$ cat src/core/swm_pkg.sv
// ****************************************************************
// Shared constants and carriers of the servo warning monitor.
// ****************************************************************
package swm_pkg;

  // ****************************************************************
  // Bus and register widths.
  // ****************************************************************
  localparam int ADDR_W = 16;
  localparam int DATA_W = 32;
  localparam int REG_W  = 16;
  localparam int IDX_W  = 14;
  localparam int POS_W  = 32;

  // ****************************************************************
  // Register indices; the byte address is four times the index.
  // ****************************************************************
  localparam logic [IDX_W-1:0] IDX_ABS_AS_INC  = 14'h2005;
  localparam logic [IDX_W-1:0] IDX_OVL_RATE    = 14'h200f;
  localparam logic [IDX_W-1:0] IDX_WARN_MASK   = 14'h2014;
  localparam logic [IDX_W-1:0] IDX_DRV_CTRL1   = 14'h211f;
  localparam logic [IDX_W-1:0] IDX_IO_FIRST    = 14'h2200;
  localparam logic [IDX_W-1:0] IDX_IO_LAST     = 14'h2217;
  localparam logic [IDX_W-1:0] IDX_LOAD_RATE   = 14'h2603;
  localparam logic [IDX_W-1:0] IDX_MAIN_VOLT   = 14'h2605;
  localparam logic [IDX_W-1:0] IDX_WARN_STAT   = 14'h2700;
  localparam logic [IDX_W-1:0] IDX_SETUP_STAT  = 14'h2701;
  localparam logic [IDX_W-1:0] IDX_LMT_EN      = 14'h2710;
  localparam logic [IDX_W-1:0] IDX_LMT_POS_LO  = 14'h2711;
  localparam logic [IDX_W-1:0] IDX_LMT_POS_HI  = 14'h2712;
  localparam logic [IDX_W-1:0] IDX_LMT_NEG_LO  = 14'h2713;
  localparam logic [IDX_W-1:0] IDX_LMT_NEG_HI  = 14'h2714;
  localparam logic [IDX_W-1:0] IDX_DRV_CUR     = 14'h2720;
  localparam logic [IDX_W-1:0] IDX_MOT_CUR     = 14'h2721;

  // ****************************************************************
  // Warning bit positions in the mask and, except BIT_ZPH, in the status word.
  // ****************************************************************
  localparam int BIT_BATT     = 1;
  localparam int BIT_SWLMT    = 2;
  localparam int BIT_OVLD     = 4;
  localparam int BIT_MISMATCH = 5;
  localparam int BIT_UVOLT    = 6;
  localparam int BIT_ESTOP    = 7;
  localparam int BIT_ZPH      = 14;

  // ****************************************************************
  // Reset values and thresholds.
  // ****************************************************************
  localparam logic [REG_W-1:0] MASK_RST     = 16'h40f6;
  localparam logic [REG_W-1:0] OVL_RATE_RST = 16'h03e8;
  localparam logic [REG_W-1:0] MIN_SUPPLY_MV = 16'h5dc0;
  localparam logic [REG_W-1:0] ABS_AS_INC_ON = 16'h0001;
  localparam logic [REG_W-1:0] REG_ZERO     = 16'h0000;

  // ****************************************************************
  // Digital input and output signal assignment layout.
  // ****************************************************************
  localparam int IO_NUM      = 24;
  localparam int DI_NUM      = 16;
  localparam int IO_SEL_W    = 5;
  localparam int SIG_CODE_W  = 8;
  localparam int ASSIGN_INV  = 15;
  localparam int CTRL1_ESTOP = 0;
  localparam logic [SIG_CODE_W-1:0] SIG_NONE      = 8'h00;
  localparam logic [SIG_CODE_W-1:0] SIG_EMERGENCY = 8'h07;

  // ****************************************************************
  // Carriers.
  // ****************************************************************
  typedef struct packed {
    logic [ADDR_W-1:0] addr;
    logic [DATA_W-1:0] wdata;
    logic              wr;
    logic              rd;
  } swm_bus_req_t;

  typedef struct packed {
    logic              batt_low;
    logic              zph_loss;
    logic [DI_NUM-1:0] di;
  } swm_pins_t;

endpackage

$ cat src/core/swm_sync.sv
`timescale 1ns/1ps
// ****************************************************************
// Two flip-flop synchroniser for a group of level inputs.
// ****************************************************************
module swm_sync #(
  parameter int W = 1
) (
  input  wire logic         i_clk,
  input  wire logic         i_srst,
  input  wire logic [W-1:0] i_async,
  output logic      [W-1:0] o_sync
);

  logic [W-1:0] meta_ff;
  logic [W-1:0] sync_ff;

  // The first stage feeds only the second stage.
  always_ff @(posedge i_clk) begin
    if (i_srst) begin
      meta_ff <= '0;
      sync_ff <= '0;
    end else begin
      meta_ff <= i_async;
      sync_ff <= meta_ff;
    end
  end

  assign o_sync = sync_ff;

endmodule // swm_sync

$ cat src/core/swm_top.sv
`timescale 1ns/1ps
// Functional notes
// - Detected warnings are reported while the drive keeps running.
// - A warning drops by itself once its cause is gone.
// - A mask register holds one check bit per warning.
// - Mask bit 1 battery, bit 2 position limit, bit 4 overload.
// - Mask bit 5 mismatch, bit 6 low voltage, bit 7 emergency.
// - Mask bit 14 gates the encoder Z-phase loss alarm.
// - Overload warns when load rate exceeds the configured threshold.
// - Low voltage warns when main supply is below 24 V.
// - Assigned emergency contact input active raises emergency warning.
// - Duplicate signal in I/O assignment parameters flags setting failure.
// - Motor current above drive current raises mismatch warning.
module swm_top (
  input  wire logic                         i_clk,
  input  wire logic                         i_srst,
  input  wire swm_pkg::swm_bus_req_t        i_bus,
  input  wire swm_pkg::swm_pins_t           i_pins,
  input  wire logic [swm_pkg::POS_W-1:0]    i_pos_cmd,
  input  wire logic                         i_pos_cmd_valid,
  input  wire logic [swm_pkg::REG_W-1:0]    i_load_rate,
  input  wire logic [swm_pkg::REG_W-1:0]    i_main_mv,
  output logic      [swm_pkg::DATA_W-1:0]   o_rdata,
  output logic      [swm_pkg::REG_W-1:0]    o_warn,
  output logic                              o_warn_any,
  output logic                              o_setup_fail,
  output logic                              o_zph_alarm
);

  // ****************************************************************
  // Pin synchronisation.
  // ****************************************************************
  swm_pkg::swm_pins_t pins_s;

  // Every pin passes two flops before any detector looks at it.
  swm_sync #(
    .W ($bits(swm_pkg::swm_pins_t))
  ) u_pin_sync (
    .i_clk   (i_clk),
    .i_srst  (i_srst),
    .i_async (i_pins),
    .o_sync  (pins_s)
  );

  // ****************************************************************
  // Address decoding helpers.
  // ****************************************************************
  // Only aligned words decode; any other byte address is unmapped.
  function automatic logic is_idx(
    input logic [swm_pkg::ADDR_W-1:0] addr,
    input logic [swm_pkg::IDX_W-1:0]  idx
  );
    return (addr[1:0] == 2'h0) && (addr[swm_pkg::ADDR_W-1:2] == idx);
  endfunction

  function automatic logic in_io_range(
    input logic [swm_pkg::ADDR_W-1:0] addr
  );
    logic [swm_pkg::IDX_W-1:0] idx;
    idx = addr[swm_pkg::ADDR_W-1:2];
    return (addr[1:0] == 2'h0) && (idx >= swm_pkg::IDX_IO_FIRST) &&
           (idx <= swm_pkg::IDX_IO_LAST);
  endfunction

  function automatic logic [swm_pkg::IO_SEL_W-1:0] io_sel(
    input logic [swm_pkg::ADDR_W-1:0] addr
  );
    logic [swm_pkg::IDX_W-1:0] diff;
    diff = addr[swm_pkg::ADDR_W-1:2] - swm_pkg::IDX_IO_FIRST;
    return diff[swm_pkg::IO_SEL_W-1:0];
  endfunction

  function automatic logic [swm_pkg::SIG_CODE_W-1:0] sig_code(
    input logic [swm_pkg::REG_W-1:0] assign_word
  );
    return assign_word[swm_pkg::SIG_CODE_W-1:0];
  endfunction

  logic [swm_pkg::REG_W-1:0] wdat;
  logic                      wr_en;

  assign wdat  = i_bus.wdata[swm_pkg::REG_W-1:0];
  assign wr_en = i_bus.wr;

  // ****************************************************************
  // Configuration registers.
  // ****************************************************************
  logic [swm_pkg::REG_W-1:0] warn_mask_ff;
  logic [swm_pkg::REG_W-1:0] ovl_rate_ff;
  logic [swm_pkg::REG_W-1:0] abs_as_inc_ff;
  logic [swm_pkg::REG_W-1:0] drv_ctrl1_ff;
  logic [swm_pkg::REG_W-1:0] drv_cur_ff;
  logic [swm_pkg::REG_W-1:0] mot_cur_ff;
  logic                      lmt_en_ff;
  logic [swm_pkg::POS_W-1:0] lmt_pos_ff;
  logic [swm_pkg::POS_W-1:0] lmt_neg_ff;
  logic [swm_pkg::REG_W-1:0] io_assign_ff [swm_pkg::IO_NUM];

  // Warning check mask; a set bit means the warning is checked.
  always_ff @(posedge i_clk) begin
    if (i_srst) begin
      warn_mask_ff <= swm_pkg::MASK_RST;
    end else if (wr_en && is_idx(i_bus.addr, swm_pkg::IDX_WARN_MASK)) begin
      warn_mask_ff <= wdat;
    end
  end

  // Overload threshold, encoder usage and drive control word.
  always_ff @(posedge i_clk) begin
    if (i_srst) begin
      ovl_rate_ff   <= swm_pkg::OVL_RATE_RST;
      abs_as_inc_ff <= swm_pkg::REG_ZERO;
      drv_ctrl1_ff  <= swm_pkg::REG_ZERO;
    end else if (wr_en) begin
      if (is_idx(i_bus.addr, swm_pkg::IDX_OVL_RATE)) begin
        ovl_rate_ff <= wdat;
      end
      if (is_idx(i_bus.addr, swm_pkg::IDX_ABS_AS_INC)) begin
        abs_as_inc_ff <= wdat;
      end
      if (is_idx(i_bus.addr, swm_pkg::IDX_DRV_CTRL1)) begin
        drv_ctrl1_ff <= wdat;
      end
    end
  end

  // Current capacities of the fitted drive and the configured motor.
  always_ff @(posedge i_clk) begin
    if (i_srst) begin
      drv_cur_ff <= swm_pkg::REG_ZERO;
      mot_cur_ff <= swm_pkg::REG_ZERO;
    end else if (wr_en) begin
      if (is_idx(i_bus.addr, swm_pkg::IDX_DRV_CUR)) begin
        drv_cur_ff <= wdat;
      end
      if (is_idx(i_bus.addr, swm_pkg::IDX_MOT_CUR)) begin
        mot_cur_ff <= wdat;
      end
    end
  end

  // Software position limit; each 32-bit limit is written in halves.
  // A half takes effect on its own, so software should turn the limit
  // off while it changes both halves of one limit.
  always_ff @(posedge i_clk) begin
    if (i_srst) begin
      lmt_en_ff  <= 1'b0;
      lmt_pos_ff <= '0;
      lmt_neg_ff <= '0;
    end else if (wr_en) begin
      if (is_idx(i_bus.addr, swm_pkg::IDX_LMT_EN)) begin
        lmt_en_ff <= wdat[0];
      end
      if (is_idx(i_bus.addr, swm_pkg::IDX_LMT_POS_LO)) begin
        lmt_pos_ff[swm_pkg::REG_W-1:0] <= wdat;
      end
      if (is_idx(i_bus.addr, swm_pkg::IDX_LMT_POS_HI)) begin
        lmt_pos_ff[swm_pkg::POS_W-1:swm_pkg::REG_W] <= wdat;
      end
      if (is_idx(i_bus.addr, swm_pkg::IDX_LMT_NEG_LO)) begin
        lmt_neg_ff[swm_pkg::REG_W-1:0] <= wdat;
      end
      if (is_idx(i_bus.addr, swm_pkg::IDX_LMT_NEG_HI)) begin
        lmt_neg_ff[swm_pkg::POS_W-1:swm_pkg::REG_W] <= wdat;
      end
    end
  end

  // Digital input and output signal assignments; zero means unused.
  always_ff @(posedge i_clk) begin
    if (i_srst) begin
      for (int k = 0; k < swm_pkg::IO_NUM; k++) begin
        io_assign_ff[k] <= swm_pkg::REG_ZERO;
      end
    end else if (wr_en && in_io_range(i_bus.addr)) begin
      io_assign_ff[io_sel(i_bus.addr)] <= wdat;
    end
  end

  // ****************************************************************
  // Cause detectors.
  // ****************************************************************
  logic [swm_pkg::POS_W-1:0] pos_cmd_ff;
  logic                      lmt_hit;
  logic                      estop_active;
  logic                      io_dup;
  logic [swm_pkg::REG_W-1:0] cause;

  // The last accepted command stays the cause until a new one arrives.
  always_ff @(posedge i_clk) begin
    if (i_srst) begin
      pos_cmd_ff <= '0;
    end else if (i_pos_cmd_valid) begin
      pos_cmd_ff <= i_pos_cmd;
    end
  end

  // A command past either limit counts only while the limit is on.
  assign lmt_hit = lmt_en_ff &&
                   (($signed(pos_cmd_ff) > $signed(lmt_pos_ff)) ||
                    ($signed(pos_cmd_ff) < $signed(lmt_neg_ff)));

  // Emergency comes from any input slot assigned the emergency signal,
  // honouring that slot's inversion bit, or from the control word.
  always_comb begin
    estop_active = drv_ctrl1_ff[swm_pkg::CTRL1_ESTOP];
    for (int k = 0; k < swm_pkg::DI_NUM; k++) begin
      if ((sig_code(io_assign_ff[k]) == swm_pkg::SIG_EMERGENCY) &&
          (pins_s.di[k] ^ io_assign_ff[k][swm_pkg::ASSIGN_INV])) begin
        estop_active = 1'b1;
      end
    end
  end

  // Pairwise scan of all assignments; the array is small enough that a
  // flat comparator net is cheaper than a sequential checker.
  always_comb begin
    io_dup = 1'b0;
    for (int a = 0; a < swm_pkg::IO_NUM; a++) begin
      for (int b = a + 1; b < swm_pkg::IO_NUM; b++) begin
        if ((sig_code(io_assign_ff[a]) != swm_pkg::SIG_NONE) &&
            (sig_code(io_assign_ff[a]) == sig_code(io_assign_ff[b]))) begin
          io_dup = 1'b1;
        end
      end
    end
  end

  // Raw causes, placed at their mask bit positions.
  always_comb begin
    cause = swm_pkg::REG_ZERO;
    cause[swm_pkg::BIT_BATT] = pins_s.batt_low &&
                               (abs_as_inc_ff != swm_pkg::ABS_AS_INC_ON);
    cause[swm_pkg::BIT_SWLMT]    = lmt_hit;
    cause[swm_pkg::BIT_OVLD]     = i_load_rate > ovl_rate_ff;
    cause[swm_pkg::BIT_MISMATCH] = mot_cur_ff > drv_cur_ff;
    cause[swm_pkg::BIT_UVOLT]    = i_main_mv < swm_pkg::MIN_SUPPLY_MV;
    cause[swm_pkg::BIT_ESTOP]    = estop_active;
  end

  // ****************************************************************
  // Warning outputs.
  // ****************************************************************
  logic [swm_pkg::REG_W-1:0] nxt_warn;
  logic [swm_pkg::REG_W-1:0] warn_ff;
  logic                      warn_any_ff;
  logic                      setup_fail_ff;
  logic                      zph_alarm_ff;

  // Battery cause is already suppressed above when the encoder runs
  // incremental, so no stale warning survives that setting.
  assign nxt_warn = cause & warn_mask_ff;

  // Warnings follow their causes every cycle with no latch, so they
  // fall by themselves; nothing here stops or disables the motor.
  always_ff @(posedge i_clk) begin
    if (i_srst) begin
      warn_ff     <= swm_pkg::REG_ZERO;
      warn_any_ff <= 1'b0;
    end else begin
      warn_ff     <= nxt_warn;
      warn_any_ff <= |nxt_warn;
    end
  end

  // Setting failure tracks the assignment table as it stands.
  always_ff @(posedge i_clk) begin
    if (i_srst) begin
      setup_fail_ff <= 1'b0;
    end else begin
      setup_fail_ff <= io_dup;
    end
  end

  // Z-phase loss reaches the alarm path only while its bit is set.
  always_ff @(posedge i_clk) begin
    if (i_srst) begin
      zph_alarm_ff <= 1'b0;
    end else begin
      zph_alarm_ff <= pins_s.zph_loss &&
                      warn_mask_ff[swm_pkg::BIT_ZPH];
    end
  end

  // ****************************************************************
  // Read port.
  // ****************************************************************
  logic [swm_pkg::REG_W-1:0]  rd_word;
  logic [swm_pkg::DATA_W-1:0] rdata_ff;

  // Unmapped or misaligned reads return zero.
  always_comb begin
    rd_word = swm_pkg::REG_ZERO;
    if (in_io_range(i_bus.addr)) begin
      rd_word = io_assign_ff[io_sel(i_bus.addr)];
    end else if (i_bus.addr[1:0] == 2'h0) begin
      unique case (i_bus.addr[swm_pkg::ADDR_W-1:2])
        swm_pkg::IDX_WARN_MASK:  rd_word = warn_mask_ff;
        swm_pkg::IDX_OVL_RATE:   rd_word = ovl_rate_ff;
        swm_pkg::IDX_ABS_AS_INC: rd_word = abs_as_inc_ff;
        swm_pkg::IDX_DRV_CTRL1:  rd_word = drv_ctrl1_ff;
        swm_pkg::IDX_LOAD_RATE:  rd_word = i_load_rate;
        swm_pkg::IDX_MAIN_VOLT:  rd_word = i_main_mv;
        swm_pkg::IDX_WARN_STAT:  rd_word = warn_ff;
        swm_pkg::IDX_SETUP_STAT: rd_word = {15'h0000, setup_fail_ff};
        swm_pkg::IDX_LMT_EN:     rd_word = {15'h0000, lmt_en_ff};
        swm_pkg::IDX_LMT_POS_LO: rd_word = lmt_pos_ff[swm_pkg::REG_W-1:0];
        swm_pkg::IDX_LMT_POS_HI:
          rd_word = lmt_pos_ff[swm_pkg::POS_W-1:swm_pkg::REG_W];
        swm_pkg::IDX_LMT_NEG_LO: rd_word = lmt_neg_ff[swm_pkg::REG_W-1:0];
        swm_pkg::IDX_LMT_NEG_HI:
          rd_word = lmt_neg_ff[swm_pkg::POS_W-1:swm_pkg::REG_W];
        swm_pkg::IDX_DRV_CUR:    rd_word = drv_cur_ff;
        swm_pkg::IDX_MOT_CUR:    rd_word = mot_cur_ff;
        default:                 rd_word = swm_pkg::REG_ZERO;
      endcase
    end
  end

  // Read data stand one cycle after the strobe and are zero otherwise.
  // Clearing them between answers keeps a stale word off the bus.
  always_ff @(posedge i_clk) begin
    if (i_srst) begin
      rdata_ff <= '0;
    end else if (i_bus.rd) begin
      rdata_ff <= {16'h0000, rd_word};
    end else begin
      rdata_ff <= '0;
    end
  end

  // Every output comes straight from its flop.
  assign o_rdata      = rdata_ff;
  assign o_warn       = warn_ff;
  assign o_warn_any   = warn_any_ff;
  assign o_setup_fail = setup_fail_ff;
  assign o_zph_alarm  = zph_alarm_ff;

endmodule // swm_top

$ cat config.mk
export PLATFORM = sky130hd
export DESIGN_NAME = swm_top
export DESIGN_NICKNAME = d
export VERILOG_FILES = /design/src/core/swm_pkg.sv /design/src/core/swm_sync.sv /design/src/core/swm_top.sv
export SDC_FILE = /design/constraint.sdc
export NUM_CORES = 2
export LEC_CHECK = 0
export ABC_AREA = 1
export BUFFER_PORTS_ARGS = -buffer_cell sky130_fd_sc_hd__buf_2
export CORE_MARGIN = 5
export CORE_UTILIZATION = 25
export CTS_CLUSTER_DIAMETER = 150
export DETAILED_ROUTE_END_ITERATION = 6
export GPL_TIMING_DRIVEN = 0
export HOLD_SLACK_MARGIN = 0.08
export SYNTH_ARGS = -nofsm -noshare
export SYNTH_HDL_FRONTEND = slang
export SYNTH_SLANG_ARGS = --single-unit
$ cat constraint.sdc
create_clock -name i_clk -period 2.1 [get_ports i_clk]
set_input_delay 0.21 -clock i_clk [delete_from_list [all_inputs] [get_ports i_clk]]
set_output_delay 0.21 -clock i_clk [all_outputs]
set_load 0.01 [all_outputs]
==> results.cfg <==
[yosys]
synth_adder_area_share = 0.0179
synthSimpleGateAreaFrac = 0.376
yosysUniqueCellTypes = 55
synth_compound_area_frac = 0.0826
synth_area_um2 = 66500
synth_mux_area_frac = 0
synth_edf_count = 512
synthCells = 10400
synth-main-ff-cell = edfxtp_1
yosys_register_bits = 766
synth_top_family_by_area = simple AND/OR/NAND/NOR gates
synth_area_per_cell_um2 = 6.41
async_reset_ff_frac = 0
synth_xor_area_frac = 0.123
ys_warn_count = 0
synth_seq_area_share = 0.308

[cells_and_area]
nets = 11300
layout-drive-gt1-share = 0.170
area_growth_pct = 27.2
fin_util = 0.319
nFillCells = 29400
fin_cells = 14700

[worst_setup_path]
crit_path_end_kind = flip-flop
cp.required_ps = 2630
crit_chain = buf_6 -> inv_2 -> clkbuf_16 -> nand2_1 -> nand4_1 -> nor2_2 -> nand2_1 -> nand2_1 -> nor2_1 -> nand2_2 -> nand2_1 -> nand2_1 -> inv_2 -> nand2_1 -> nor2_1 -> nand3_2 -> nor2_4 -> nor2_1
critPathSlowestCell = edfxtp_1
worst_path_most_repeated_cell = nand2_1
rrSetupSlack_ps = -1340
worst_ep_arrival_time_ps = 3970
crit_type = flip-flop to flip-flop
crit_fanout = 10
r2r-start = io_assign_ff[18][7]
startpoint_type = flip-flop
reg2reg_to = o_setup_fail
slowest_delay_ps = 640
ff2ff_path_depth = 18

[placed_design]
dp_cells = 14200
io_buffers = 141
dp_slack_ps = -3450
dp_hpwl_mm = 553
gp_congestion = 1.12

[global_routing]
track_usage = 0.496
overflow = 0
antenna_found_initial = 61
grt_pass1_vias = 77000
grt_max_degree = 19
grt_pass1_wl_mm = 887

[timing]
rsz0062_at_grt = true
finalHoldViolCount = 0
finalSetupViolCount = 82
timing.fmax_mhz = 291
period_needed_ps = 3440
worst_slack_ps = -1340
finClkSkew_ps = 47.3
min_period_over_period = 1.64
slew_headroom = 0.0376
drv_slew = 0
tightest_slew_ps = 1440

[clock_tree]
ctsRootBufferMaster = clkbuf_16
cts_tree = done
htree_levels = 3
cts_buffer_depth = 3
cts_made_buffers = 67
clock_sinks = 766
clock_latency_ps = 680
clkTransAtPathRegs_ps = 90

[floorplan]
num_io_pins = 186
die_w_um = 526
die_area_um2 = 276000
core_um2 = 265000
initial_core_util = 0.251
fp-row-count = 189
die_h_um = 526

[worst_hold_path]
whs_path_depth = 3
whs_endpoint = lmt_neg_ff[23]
min_from = i_bus[9]
hold_path_class = input pin to flip-flop

[outcome]
outcome = finished with violations
violations = negative setup slack

[drt]
drc = 0
firstDrtPassIters = 6
drt_first_iter_violations = 14300
via_per_inst = 5.85
wire_per_inst_um = 49.1
num_vias = 85800
routed_wirelength_mm = 721
drtAntennaViolNets = 0

[power_and_ir_drop]
power_density_nw_per_um2 = 599
p_leak_uw = 0.0362
vdd_drop_max_mv = 0.874

[flow_run]
cap_violations = 0
## metrics by stage
step | hold WS (ps) | area [um^2] | TNS [ps] | power, uW
6_report | 106 | 84500 | -8820 | 50600
5_1_grt | 89.1 | 84500 | -6450 | 50800
4_1_cts | 82.8 | 83500 | -5330 | 49000
3_5_place_dp | 395 | 72600 | -1428030 | 33800
3_3_place_gp | 389 | 72200 | -1828200 | 33900
2_1_floorplan | 309 | 67100 | -17070 | 24400
## cell type report
cell class	count	area, um^2	area share
clock inverter	43	541	0.00639
antenna	36	90.1	0.00107
clock buffer	80	1790	0.0212
buffer	982	8250	0.0976
sequential	766	20500	0.242
timing repair buffer	456	4150	0.0491
multi-input combinational	8303	42500	0.503
inverter	463	2320	0.0275
tap	3533	4420	0.0523
## layer usage
layer,vias to the layer above,global-route usage,wire length [um]
met5,-,0.000173,150
met4,24,0.435,81800
met3,2058,0.161,80600
met2,7111,0.704,286000
met1,42200,0.596,272000
li1,34400,-,-
## worst max path at each step
stage,slack [ps],from,endpoint
after floorplan,-150,i_bus[40],io_assign_ff[7][0]
after global placement,-3780,i_bus[36],io_assign_ff[7][13]
after detailed placement,-3450,io_assign_ff[13][3],o_setup_fail
after CTS,-1110,io_assign_ff[5][6],o_setup_fail
after global routing,-1260,io_assign_ff[19][6],o_setup_fail
final,-1340,io_assign_ff[18][7],o_setup_fail
## worst max-delay path, delay by kind of cell, from the launching register on
family        cells  cell delay [ps]
simple gates     14             1920
flops             1              640
buf+inv           4              670
## registers in the layout, summed over array words and instances, names as in the netlist, 18 cells and up
register,flops
u_pin_sync.meta_ff,18
u_pin_sync.o_sync,18
lmt_neg_ff,32
lmt_pos_ff,32
io_assign_ff,512
pos_cmd_ff,32
## placed cells by master (no fill, tap or decap), types with 54 or more instances in the layout
cell           count
nand2_1         3754
nor2_1          1476
xor2_1           547
edfxtp_1         512
nand4_1          454
buf_4            402
xnor2_1          386
buf_2            321
inv_1            289
a21oi_1          287
dfxtp_1          251
o21ai_0          225
conb_1           154
a22oi_1          142
buf_6            119
nand3_1          118
clkbuf_1         106
o22ai_1          106
clkbuf_16        104
clkbuf_4         103
ha_1              92
clkbuf_2          88
clkinvlp_4        82
dlygate4sd3_1     81
buf_12            76
nor3_1            72
clkbuf_8          64
nand2_2           54
## cell usage after synthesis (all sizes together), types with 18 or more instances
library cell / instances / area share
buf: 587 / 0.043
nand4: 456 / 0.043
a22oi: 145 / 0.016
nor2: 1566 / 0.089
dfxtp: 254 / 0.076
a21oi: 309 / 0.023
a221oi: 24 / 0.0032
nor3: 93 / 0.0073
clkinv: 61 / 0.0035
inv: 402 / 0.023
edfxtp: 512 / 0.23
nand2: 3857 / 0.22
o21ai: 262 / 0.020
xor2: 549 / 0.072
xnor2: 386 / 0.051
clkbuf: 411 / 0.023
nor4: 62 / 0.0059
o211ai: 18 / 0.0020
nand3: 144 / 0.011
o22ai: 125 / 0.012
ha: 95 / 0.018
## repair_timing
action                                 4_1_cts  5_1_grt
pin swaps                                   90       66
setup endpoints to repair                  851      173
hold buffers                                77        4
cloned                                       3        0
endpoints found under the hold margin       98        7
setup buffers                              188       30
resized for setup                         2009      201
## power breakdown
group	internal (uW)	leakage (uW)	total (uW)	switching, uW
clock network	7260	0.00112	13600	6380
logic	4730	0.0282	19800	15100
registers	16700	0.00696	17200	443
total	28700	0.0362	50600	21900
## logic make-up (layout without fill, tap and decap cells)
group                      Yosys count  after routing
other                                1            190
AOI/OAI and AO/OA                  933            933
xor gates and xnor gates           935            935
buffers and inverters             1461           2024
DFF                                766            766
and+or+nand+nor                   6184           6186
adders and majority gates           95             95
No activity file was read; power rests on OpenSTA's default activity.
